--- src/rtl/access_page_pkg.sv ---
// constants and types for the access-page exit classifier
//
// Behaviour
// - 1-GByte level-3 leaf may skip the exit
// - 2-MByte level-2 leaf may skip the exit
// - stale off-page cached translation may skip exit
// - no exit, no shadow access, no violation: access goes to memory
// - invalidate all or matching root flushes cache
// - translation violation suppresses the page exit
// - guest-physical exit ranks like translation violation
// - no translation use, no own linear: physical
// - translation off: walks, top entries, flags physical
// - translation on: its own structures are physical
// - control region and referenced structures are physical
// - management-mode entry, return, exits are physical
// - physical access exit is optional
// - physical write may complete before the exit
// - physical exit priority is left undefined
// - shadow access: enabled, no fetch, small, 80H
// - any other start offset is no shadow access
// - shadow accesses skip exit, physical ones may not
// - primary control bit 31 clear disables translation
// - extended 32-bit paging: paging, extension, not long
// - guest-physical: translated, not own linear translation
package access_page_pkg;

    localparam logic [7:0]  OFS_CTRL       = 8'h00;
    localparam logic [7:0]  OFS_PRIMARY    = 8'h04;
    localparam logic [7:0]  OFS_PAGING     = 8'h08;
    localparam logic [7:0]  OFS_PAGE_BASE  = 8'h0c;
    localparam logic [7:0]  OFS_ROOT       = 8'h10;
    localparam logic [7:0]  OFS_INV_DESC   = 8'h14;
    localparam logic [7:0]  OFS_INV_CMD    = 8'h18;
    localparam logic [7:0]  OFS_STATUS     = 8'h1c;
    localparam logic [7:0]  OFS_EXIT_COUNT = 8'h20;

    // control register fields
    localparam int CTRL_VIRT_BIT       = 0;
    localparam int CTRL_SLT_BIT        = 1;
    localparam int CTRL_TPR_BIT        = 2;
    localparam int CTRL_OMIT_LARGE_BIT = 3;
    localparam int CTRL_OMIT_STALE_BIT = 4;
    localparam int CTRL_PHYS_EXIT_BIT  = 5;
    localparam int CTRL_WRITE_1ST_BIT  = 6;
    localparam logic [6:0] CTRL_RESET  = 7'h60;
    localparam int PRIMARY_SECONDARY_BIT = 31;
    localparam logic [31:0] PRIMARY_RESET = 32'h0000_0000;
    localparam int PAGING_PG_BIT  = 0;
    localparam int PAGING_PAE_BIT = 1;
    localparam int PAGING_LMA_BIT = 2;
    localparam int INV_SINGLE_BIT = 0;
    localparam int INV_ALL_BIT    = 1;

    localparam int          LARGE_PAGE_BIT = 7;
    localparam logic [1:0]  LEVEL_2MB      = 2'h2;
    localparam logic [1:0]  LEVEL_1GB      = 2'h3;
    localparam logic [11:0] TPR_OFFSET     = 12'h080;
    localparam logic [3:0]  TPR_MAX_BYTES  = 4'h4;

    typedef enum logic [3:0] {
        SRC_OWN_LINEAR, SRC_NO_LINEAR, SRC_PAGING_READ, SRC_TOP_ENTRY_LOAD,
        SRC_FLAG_UPDATE, SRC_SLT_STRUCT, SRC_CTRL_REGION, SRC_CTRL_REFERENCED,
        SRC_MM_TRANSITION
    } src_t;

    typedef enum logic [1:0] {
        CLASS_NONE, CLASS_LINEAR, CLASS_GUEST_PHYS, CLASS_PHYSICAL
    } class_t;

    typedef enum logic [1:0] {
        PRIO_NONE, PRIO_AS_SLT_VIOLATION, PRIO_AS_PAGE_FAULT, PRIO_UNORDERED
    } prio_t;

endpackage

--- src/rtl/access_page_classifier.sv ---
// access-page exit classifier with apb control registers
//
// Decided for this implementation: the address map and the APB interface to the registers.
`timescale 1ns/10ps
`default_nettype none
module access_page_classifier
    import access_page_pkg::*;
#(
    parameter int CNT_W = 16
) (
    input  wire logic              pclk,
    input  wire logic              presetn,
    input  wire logic              psel,
    input  wire logic              penable,
    input  wire logic              pwrite,
    input  wire logic [31:0]       paddr,
    input  wire logic [31:0]       pwdata,
    input  wire logic [3:0]        pstrb,
    output logic [31:0]            prdata,
    output logic                   pready,
    output logic                   pslverr,
    input  wire logic              acc_valid,
    input  wire logic [31:0]       acc_addr,
    input  wire logic [31:0]       acc_gpa,
    input  wire src_t              acc_src,
    input  wire logic              acc_slt_used,
    input  wire logic [1:0]        acc_leaf_level,
    input  wire logic [7:0]        acc_leaf_attr,
    input  wire logic              acc_slt_violation,
    input  wire logic              acc_fetch,
    input  wire logic              acc_write,
    input  wire logic [3:0]        acc_bytes,
    output logic                   res_valid,
    output class_t                 res_class,
    output logic                   res_exit,
    output prio_t                  res_prio,
    output logic                   res_memory_op,
    output logic                   res_write_before_exit,
    output logic                   res_tpr_shadow,
    output logic                   res_slt_violation,
    output logic                   slt_effective,
    output logic                   pae_active
);

    logic [6:0]       ctrl_r;
    logic [31:0]      primary_r;
    logic [2:0]       paging_r;
    logic [19:0]      page_base_r;
    logic [31:0]      root_r;
    logic [31:0]      inv_desc_r;
    logic             stale_vld_r;
    logic [19:0]      stale_gpa_r;
    logic [31:0]      stale_root_r;
    logic [CNT_W-1:0] exit_cnt_r;
    class_t           last_class_r;
    logic             last_exit_r;

    // ---------------- apb slave ----------------
    // pready is registered from the setup cycle and is high in the first access cycle, so every access phase lasts one cycle
    logic apb_setup;
    logic apb_write;
    logic known_addr;
    logic inv_single;
    logic inv_all;
    logic [31:0] ctrl_wr, paging_wr, base_wr;
    assign ctrl_wr   = merge({25'h0000000, ctrl_r}, pwdata, pstrb);
    assign paging_wr = merge({29'h00000000, paging_r}, pwdata, pstrb);
    assign base_wr   = merge({page_base_r, 12'h000}, pwdata, pstrb);
    assign apb_setup = psel & ~penable;
    assign apb_write = psel & penable & pready & pwrite;
    assign inv_single = apb_write & (paddr[7:0] == OFS_INV_CMD) & pwdata[INV_SINGLE_BIT];
    assign inv_all = apb_write & (paddr[7:0] == OFS_INV_CMD) & pwdata[INV_ALL_BIT];

    function automatic logic [31:0] merge(input logic [31:0] old, input logic [31:0] wd,
                                          input logic [3:0] strb);
        logic [31:0] m;
        m = old;
        for (int i = 0; i < 4; i++) begin
            if (strb[i]) begin
                m[i*8 +: 8] = wd[i*8 +: 8];
            end
        end
        return m;
    endfunction

    always_comb begin
        known_addr = 1'b0;
        if (paddr[31:8] == 24'h000000 && paddr[1:0] == 2'h0 && paddr[7:0] <= OFS_EXIT_COUNT) begin
            known_addr = 1'b1;
        end
    end

    always_ff @(posedge pclk or negedge presetn) begin
        if (!presetn) begin
            pready <= 1'b0;
            pslverr <= 1'b0;
        end else begin
            pready <= apb_setup;
            pslverr <= apb_setup & ~known_addr;
        end
    end

    always_ff @(posedge pclk or negedge presetn) begin
        if (!presetn) begin
            prdata <= 32'h0000_0000;
        end else if (apb_setup && !pwrite) begin
            if (paddr[7:0] == OFS_CTRL) begin
                prdata <= {25'h0000000, ctrl_r};
            end else if (paddr[7:0] == OFS_PRIMARY) begin
                prdata <= primary_r;
            end else if (paddr[7:0] == OFS_PAGING) begin
                prdata <= {29'h00000000, paging_r};
            end else if (paddr[7:0] == OFS_PAGE_BASE) begin
                prdata <= {page_base_r, 12'h000};
            end else if (paddr[7:0] == OFS_ROOT) begin
                prdata <= root_r;
            end else if (paddr[7:0] == OFS_INV_DESC) begin
                prdata <= inv_desc_r;
            end else if (paddr[7:0] == OFS_STATUS) begin
                prdata <= {26'h0000000, pae_active, slt_effective, stale_vld_r,
                           last_exit_r, last_class_r};
            end else if (paddr[7:0] == OFS_EXIT_COUNT) begin
                prdata <= 32'(exit_cnt_r);
            end else begin
                prdata <= 32'h0000_0000;
            end
        end else if (apb_setup) begin
            prdata <= 32'h0000_0000;
        end
    end

    always_ff @(posedge pclk or negedge presetn) begin
        if (!presetn) begin
            ctrl_r <= CTRL_RESET;
            primary_r <= PRIMARY_RESET;
            paging_r <= 3'h0;
            page_base_r <= 20'h00000;
            root_r <= 32'h0000_0000;
            inv_desc_r <= 32'h0000_0000;
        end else if (apb_write) begin
            if (paddr[7:0] == OFS_CTRL) begin
                ctrl_r <= ctrl_wr[6:0];
            end else if (paddr[7:0] == OFS_PRIMARY) begin
                primary_r <= merge(primary_r, pwdata, pstrb);
            end else if (paddr[7:0] == OFS_PAGING) begin
                paging_r <= paging_wr[2:0];
            end else if (paddr[7:0] == OFS_PAGE_BASE) begin
                page_base_r <= base_wr[31:12];
            end else if (paddr[7:0] == OFS_ROOT) begin
                root_r <= merge(root_r, pwdata, pstrb);
            end else if (paddr[7:0] == OFS_INV_DESC) begin
                inv_desc_r <= merge(inv_desc_r, pwdata, pstrb);
            end
        end
    end

    // ---------------- classification ----------------
    logic slt_on;
    logic pae_on;
    logic on_page;
    logic guest_phys;
    logic physical;
    logic linear;
    logic large_leaf;
    logic stale_hit;
    logic tpr_hit;
    logic may_omit;
    logic exit_nxt;

    assign slt_on = ctrl_r[CTRL_SLT_BIT] & primary_r[PRIMARY_SECONDARY_BIT];
    assign pae_on = paging_r[PAGING_PG_BIT] & paging_r[PAGING_PAE_BIT]
                  & ~paging_r[PAGING_LMA_BIT];
    assign on_page = ctrl_r[CTRL_VIRT_BIT] & (acc_addr[31:12] == page_base_r);

    // a source that by its nature never uses the translation of its own address
    function automatic logic phys_source(input src_t s, input logic slt, input logic extended_32bit_paging);
        case (s)
            SRC_PAGING_READ:     return ~slt;
            SRC_FLAG_UPDATE:     return ~slt;
            SRC_TOP_ENTRY_LOAD:  return ~slt & extended_32bit_paging;
            SRC_SLT_STRUCT:      return slt;
            SRC_CTRL_REGION:     return 1'b1;
            SRC_CTRL_REFERENCED: return 1'b1;
            SRC_MM_TRANSITION:   return 1'b1;
            default:             return 1'b0;
        endcase
    endfunction

    always_comb begin
        linear = acc_src == SRC_OWN_LINEAR;
        guest_phys = paging_r[PAGING_PG_BIT] & slt_on & acc_slt_used & ~linear
                   & ~phys_source(acc_src, slt_on, pae_on);
        physical = ~linear & ~guest_phys
                 & ((~slt_on | ~acc_slt_used) | phys_source(acc_src, slt_on, pae_on));
    end

    // large leaves: bit 7 of a level-3 or level-2 entry marks a 1-GByte or 2-MByte page
    assign large_leaf = acc_leaf_attr[LARGE_PAGE_BIT]
                      & ((acc_leaf_level == LEVEL_1GB) | (acc_leaf_level == LEVEL_2MB));
    assign stale_hit = stale_vld_r & (stale_gpa_r == acc_gpa[31:12])
                     & (stale_root_r == root_r);
    assign tpr_hit = ctrl_r[CTRL_TPR_BIT] & ~acc_fetch & (acc_bytes <= TPR_MAX_BYTES)
                   & (acc_addr[11:0] == TPR_OFFSET);

    // optional omissions are off after reset, so by default neither a large leaf nor a stale hit skips the exit
    assign may_omit = (ctrl_r[CTRL_OMIT_LARGE_BIT] & large_leaf)
                    | (ctrl_r[CTRL_OMIT_STALE_BIT] & stale_hit);

    always_comb begin
        exit_nxt = 1'b0;
        if (!acc_valid || !on_page) begin
            exit_nxt = 1'b0;
        end else if (guest_phys) begin
            exit_nxt = ~acc_slt_violation & ~may_omit & ~tpr_hit;
        end else if (physical) begin
            exit_nxt = ctrl_r[CTRL_PHYS_EXIT_BIT];
        end else if (linear) begin
            exit_nxt = ~acc_slt_violation & ~tpr_hit;
        end
    end

    // one-entry memory of a translation that led off the page under the current root
    always_ff @(posedge pclk or negedge presetn) begin
        if (!presetn) begin
            stale_vld_r <= 1'b0;
            stale_gpa_r <= 20'h00000;
            stale_root_r <= 32'h0000_0000;
        end else if (acc_valid && guest_phys && !on_page) begin
            // a fill in the same cycle as an invalidate wins, matching a later walk
            stale_vld_r <= 1'b1;
            stale_gpa_r <= acc_gpa[31:12];
            stale_root_r <= root_r;
        end else if (inv_all || (inv_single && inv_desc_r == stale_root_r)) begin
            stale_vld_r <= 1'b0;
        end
    end
    always_ff @(posedge pclk or negedge presetn) begin
        if (!presetn) begin
            res_valid <= 1'b0;
            res_class <= CLASS_NONE;
            res_exit <= 1'b0;
            res_prio <= PRIO_NONE;
            res_memory_op <= 1'b0;
            res_write_before_exit <= 1'b0;
            res_tpr_shadow <= 1'b0;
            res_slt_violation <= 1'b0;
        end else begin
            res_valid <= acc_valid;
            res_exit <= exit_nxt;
            res_slt_violation <= acc_valid & acc_slt_violation;
            res_tpr_shadow <= acc_valid & on_page & tpr_hit & ~exit_nxt;
            // an on-page access that neither exits, hits the shadow offset nor has a violation reaches plain memory
            res_memory_op <= acc_valid & on_page & ~exit_nxt & ~tpr_hit
                           & ~acc_slt_violation;
            res_write_before_exit <= exit_nxt & physical & acc_write
                                   & ctrl_r[CTRL_WRITE_1ST_BIT];
            if (!acc_valid) begin
                res_class <= CLASS_NONE;
                res_prio <= PRIO_NONE;
            end else if (guest_phys) begin
                res_class <= CLASS_GUEST_PHYS;
                res_prio <= exit_nxt ? PRIO_AS_SLT_VIOLATION : PRIO_NONE;
            end else if (physical) begin
                res_class <= CLASS_PHYSICAL;
                res_prio <= exit_nxt ? PRIO_UNORDERED : PRIO_NONE;
            end else begin
                res_class <= CLASS_LINEAR;
                res_prio <= exit_nxt ? PRIO_AS_PAGE_FAULT : PRIO_NONE;
            end
        end
    end

    always_ff @(posedge pclk or negedge presetn) begin
        if (!presetn) begin
            slt_effective <= 1'b0;
            pae_active <= 1'b0;
        end else begin
            slt_effective <= slt_on;
            pae_active <= pae_on;
        end
    end
    always_ff @(posedge pclk or negedge presetn) begin
        if (!presetn) begin
            exit_cnt_r <= '0;
            last_class_r <= CLASS_NONE;
            last_exit_r <= 1'b0;
        end else if (acc_valid) begin
            exit_cnt_r <= exit_cnt_r + CNT_W'(exit_nxt);
            last_exit_r <= exit_nxt;
            last_class_r <= guest_phys ? CLASS_GUEST_PHYS :
                            physical ? CLASS_PHYSICAL : CLASS_LINEAR;
        end
    end
endmodule
`default_nettype wire

--- config.mk ---
export PLATFORM = sky130hd
export DESIGN_NAME = access_page_classifier
export DESIGN_NICKNAME = d
export VERILOG_FILES = /design/src/rtl/access_page_pkg.sv /design/src/rtl/access_page_classifier.sv
export SDC_FILE = /design/constraint.sdc
export NUM_CORES = 1
export LEC_CHECK = 0
export ABC_AREA = 1
export BUFFER_PORTS_ARGS = -buffer_cell sky130_fd_sc_hd__buf_2
export CAP_MARGIN = 25
export CELL_PAD_IN_SITES_DETAIL_PLACEMENT = 2
export CELL_PAD_IN_SITES_GLOBAL_PLACEMENT = 2
export CORE_MARGIN = 2
export CORE_UTILIZATION = 33
export CTS_CLUSTER_DIAMETER = 80
export DETAILED_ROUTE_END_ITERATION = 16
export HOLD_SLACK_MARGIN = 0.05
export PLACE_DENSITY_LB_ADDON = 0.1
export SLEW_MARGIN = 15
export SYNTH_ARGS = -nofsm -noshare
export SYNTH_HDL_FRONTEND = slang
export SYNTH_SLANG_ARGS = --single-unit
--- constraint.sdc ---
create_clock -name pclk -period 3.3 [get_ports pclk]
set_input_delay 0.165 -clock pclk [delete_from_list [all_inputs] [get_ports pclk]]
set_output_delay 0.165 -clock pclk [all_outputs]
set_load 0.01 [all_outputs]
==> flow_metrics.env <==
export IMPL_gr_total_overflow=0
export IMPL_gp_congestion=0.8069
export IMPL_drt_initial_drc_count=393
export IMPL_detail_route_antenna_nets=0
export IMPL_fin_crit_sh_pct=92.24
export IMPL_ir_drop_mv=0.3752
export IMPL_p_int_uw=5281
export IMPL_port_buffers=185
export IMPL_ios=206
export IMPL_wl_per_cell_microns=18.85
export IMPL_cpPeakStageDelay_ps=420
export IMPL_numCtsBuffers=30
export IMPL_fmax_mhz=328.5
export IMPL_start_util_pct=33.48
export IMPL_die_area_sq_mm=0.03970
export IMPL_layout_drive_gt1_share_pct=18.20
export IMPL_dieHeight_microns=199.3
export IMPL_synth_cell_type_count=36
export IMPL_die_w_microns=199.3
export IMPL_p_leak_uw=0.008066
export IMPL_drv_slew=0
export IMPL_cp_max_fo=5
export IMPL_yosys_area_share_simple_pct=27.92
export IMPL_worstPathCellList="inv_1 > nand2_1 > nand2_1 > nor2_1 > nand2_1 > nor2_1 > nand2_1 > nor2_1 > nand2_1 > nand2_1 > nand2_1 > nand2_1 > inv_1 > ha_1 > ha_1 > nand3_1 > nor2_2 > nand2_1 > inv_1 > nand3_1 > nor3_1 > xor2_1"
export IMPL_crit_slowest_cell="dfrtp_1"
export IMPL_clk_latency_ps=570
export IMPL_crit_reg2reg_launch="stale_root_r[20]"
export IMPL_clock_path_buffers=3
export IMPL_hold_path_class="in -> reg"
export IMPL_fin_setup_tns_ps=0
export IMPL_setup_viol=0
export IMPL_cts_root_buffer="clkbuf_16"
export IMPL_fin_nets=2086
export IMPL_hold_violations=0
export IMPL_diodes=0
export IMPL_ys_seq_area_share_pct=48.55
export IMPL_antenna_found_initial=0
export IMPL_cp_required_ps=3740
export IMPL_fin_worst_skew_ps=12.02
export IMPL_fin_crit_ps=3044
export IMPL_pwr_density_cell_mw_per_mm2=434.0
export IMPL_syn_area_per_cell_sq_um=7.579
export IMPL_vias_per_cell=4.820
export IMPL_grt_pass1_wl_mm=73.07
export IMPL_final_core_util_pct=42.09
export IMPL_critPathKind="reg -> reg"
export IMPL_synthToLayoutAreaGrowth_pct=25.73
export IMPL_design_core_area_sq_mm=0.03758
export IMPL_yosys_mux_area_fraction_pct=0
export IMPL_startpoint="stale_root_r[20]"
export IMPL_p_sw_uw=1583
export IMPL_synth_fa_ha_area_share_pct=0.1989
export IMPL_worstSetupEndpointType="flop"
export IMPL_dpl_hpwl_mm=32.81
export IMPL_rows=71
export IMPL_arrival_ps=3490
export IMPL_post_route_drc_count=0
export IMPL_status="finished clean"
export IMPL_clkSinkCount=244
export IMPL_drtPass1Iterations=4
export IMPL_p_sw_share_pct=23.06
export IMPL_yosys_register_bits=244
export IMPL_synth_top_family_by_area="simple AND/OR/NAND/NOR gates"
export IMPL_grt_pass1_vias=13150
export IMPL_cts_htree_levels=1
export IMPL_syn_instance_count=1660
export IMPL_max_slew_margin_pct=35.15
export IMPL_wl_mm=46.29
export IMPL_crit_path_start_kind="flop"
export IMPL_hold_start="pwdata[0]"
export IMPL_yosys_warnings=0
export IMPL_vias=11840
export IMPL_cts_tree="done"
export IMPL_clk_pin_slew_ps=60
export IMPL_maxCapViolations=0
export IMPL_crit_top_cell="nand2_1"
export IMPL_grt_max_degree=111
export IMPL_pwr_share_clk_pct=50.3
export IMPL_synth_nets=1822
export IMPL_synth_area_sq_mm=0.01258
export IMPL_seqPwrFrac_pct=43.8
export IMPL_worst_pin_slew_ps=972.8
export IMPL_gr_usage_all_layers_pct=23.92
export IMPL_combPwrFrac_pct=5.9
export IMPL_synth_xor_area_share_pct=2.785
export IMPL_synth_compound_area_share_pct=11.20
export IMPL_r2r_setup_slack_ps=260
-- area by class of cell --
cell class              count  area (sq um)
fillers                  4407         21760
flip-flops and latches    244          6108
multi-input cells        1133          5325
repair buffers            277          1834
clock buffers              50         927.1
inverters                 238         893.4
well taps                 511         639.4
clock inverters             3         90.09
-- worst max-delay path: cells and delay by family (launching register included) --
family	cells	cell delay, ps
simple gates	16	1730
flops	1	420
fa+ha+maj	2	400
buf+inv	3	220
xor+xnor	1	140
-- power groups by stage --
stage | clock (uW) | combinational, uW | sequential (uW)
2_1_floorplan | 0 | 108 | 3060
3_3_place_gp | 0 | 346 | 3060
3_5_place_dp | 0 | 355 | 3060
4_1_cts | 3550 | 415 | 3010
5_1_grt | 3660 | 453 | 3010
6_report | 3450 | 406 | 3010
-- cell families (layout without fill, tap and decap cells) --
logic type	count (synthesis)	in the layout
AOI/OAI and AO/OA	235	235
xor gates and xnor gates	40	40
adders and majority gates	2	2
buffers and inverters	283	568
DFF	244	244
and+or+nand+nor	856	856
-- stage by stage --
step / area, sq um / std cells / power [uW] / hold slack (ps) / setup WS [ps]
after floorplan: 12580 / 1660 / 3171 / -130.6 / 800.6
after global placement: 14140 / 2339 / 3406 / 314.0 / 215.5
after detailed placement: 14140 / 2339 / 3416 / 321.8 / 191.9
after CTS: 15790 / 2455 / 6967 / 54.70 / 167.5
after global routing: 15820 / 2456 / 7115 / 62.35 / -2.929
final: 15820 / 2456 / 6865 / 51.41 / 256.0
-- layer usage --
| metal | track usage (%) | up-vias | wire, microns |
|---|---|---|---|
| met1 | 29.86 | 5923 | 19870 |
| li1 | - | 5689 | - |
| met2 | 43.50 | 165 | 23860 |
| met5 | 0 | - | 0 |
| met4 | 6.164 | 0 | 1237 |
| met3 | 2.987 | 61 | 1313 |
-- worst paths after layout --
path                                  end  depth (start not counted)
min in group asynchronous  stale_gpa_r[3]                          2
hold reg to reg            exit_cnt_r[13]                          1
hold / removal              inv_desc_r[0]                          3
setup reg to reg           exit_cnt_r[14]                         22
max in group asynchronous   exit_cnt_r[8]                          3
setup / recovery           exit_cnt_r[14]                         22
-- cell usage after synthesis, drive strengths merged --
library cell	n	area share, %
clkinv	3	0.090
a21oi	35	1.5
nor3	13	0.60
o21ai	171	7.9
nand3b	1	0.060
xor2	13	0.91
xnor2	27	1.9
nor3b	1	0.060
o22ai	6	0.30
dfrtp	242	48
nor4	9	0.45
dfstp	2	0.42
buf	33	1.9
o211ai	1	0.060
clkbuf	12	0.36
ha	2	0.20
inv	235	7.0
nor2	135	4.6
o21a	2	0.12
nand3	51	2.3
nand4	14	0.70
o2111ai	20	1.4
or2	8	0.40
nand2	624	19
-- cell usage in the layout, fill, tap and decap left out, types with 11 or more instances in the layout --
master	count
a21oi_1	33
buf_2	184
buf_4	25
clkbuf_1	11
clkbuf_16	31
dfrtp_1	242
dlygate4sd3_1	63
inv_1	219
inv_2	16
nand2_1	614
nand3_1	44
nand4_1	14
nor2_1	120
nor3_1	11
o2111ai_1	20
o21ai_0	18
o21ai_1	117
o21ai_2	36
xnor2_1	27
xor2_1	13
-- flip-flops by register name (all words and copies together), names as in the netlist, 3 cells and up --
signal and cells:
inv_desc_r 32, paging_r 3, primary_r 32, prdata 32, ctrl_r 7, stale_gpa_r 20
exit_cnt_r 16, root_r 32, stale_root_r 32, page_base_r 20
-- timing repair --
item,CTS,global route
endpoints found under the hold margin,254,0
endpoints found under the setup margin,0,4
hold buffers,63,0
buffers inserted,0,1
gates resized for setup,0,5
Power figures use the tool's default switching activity.
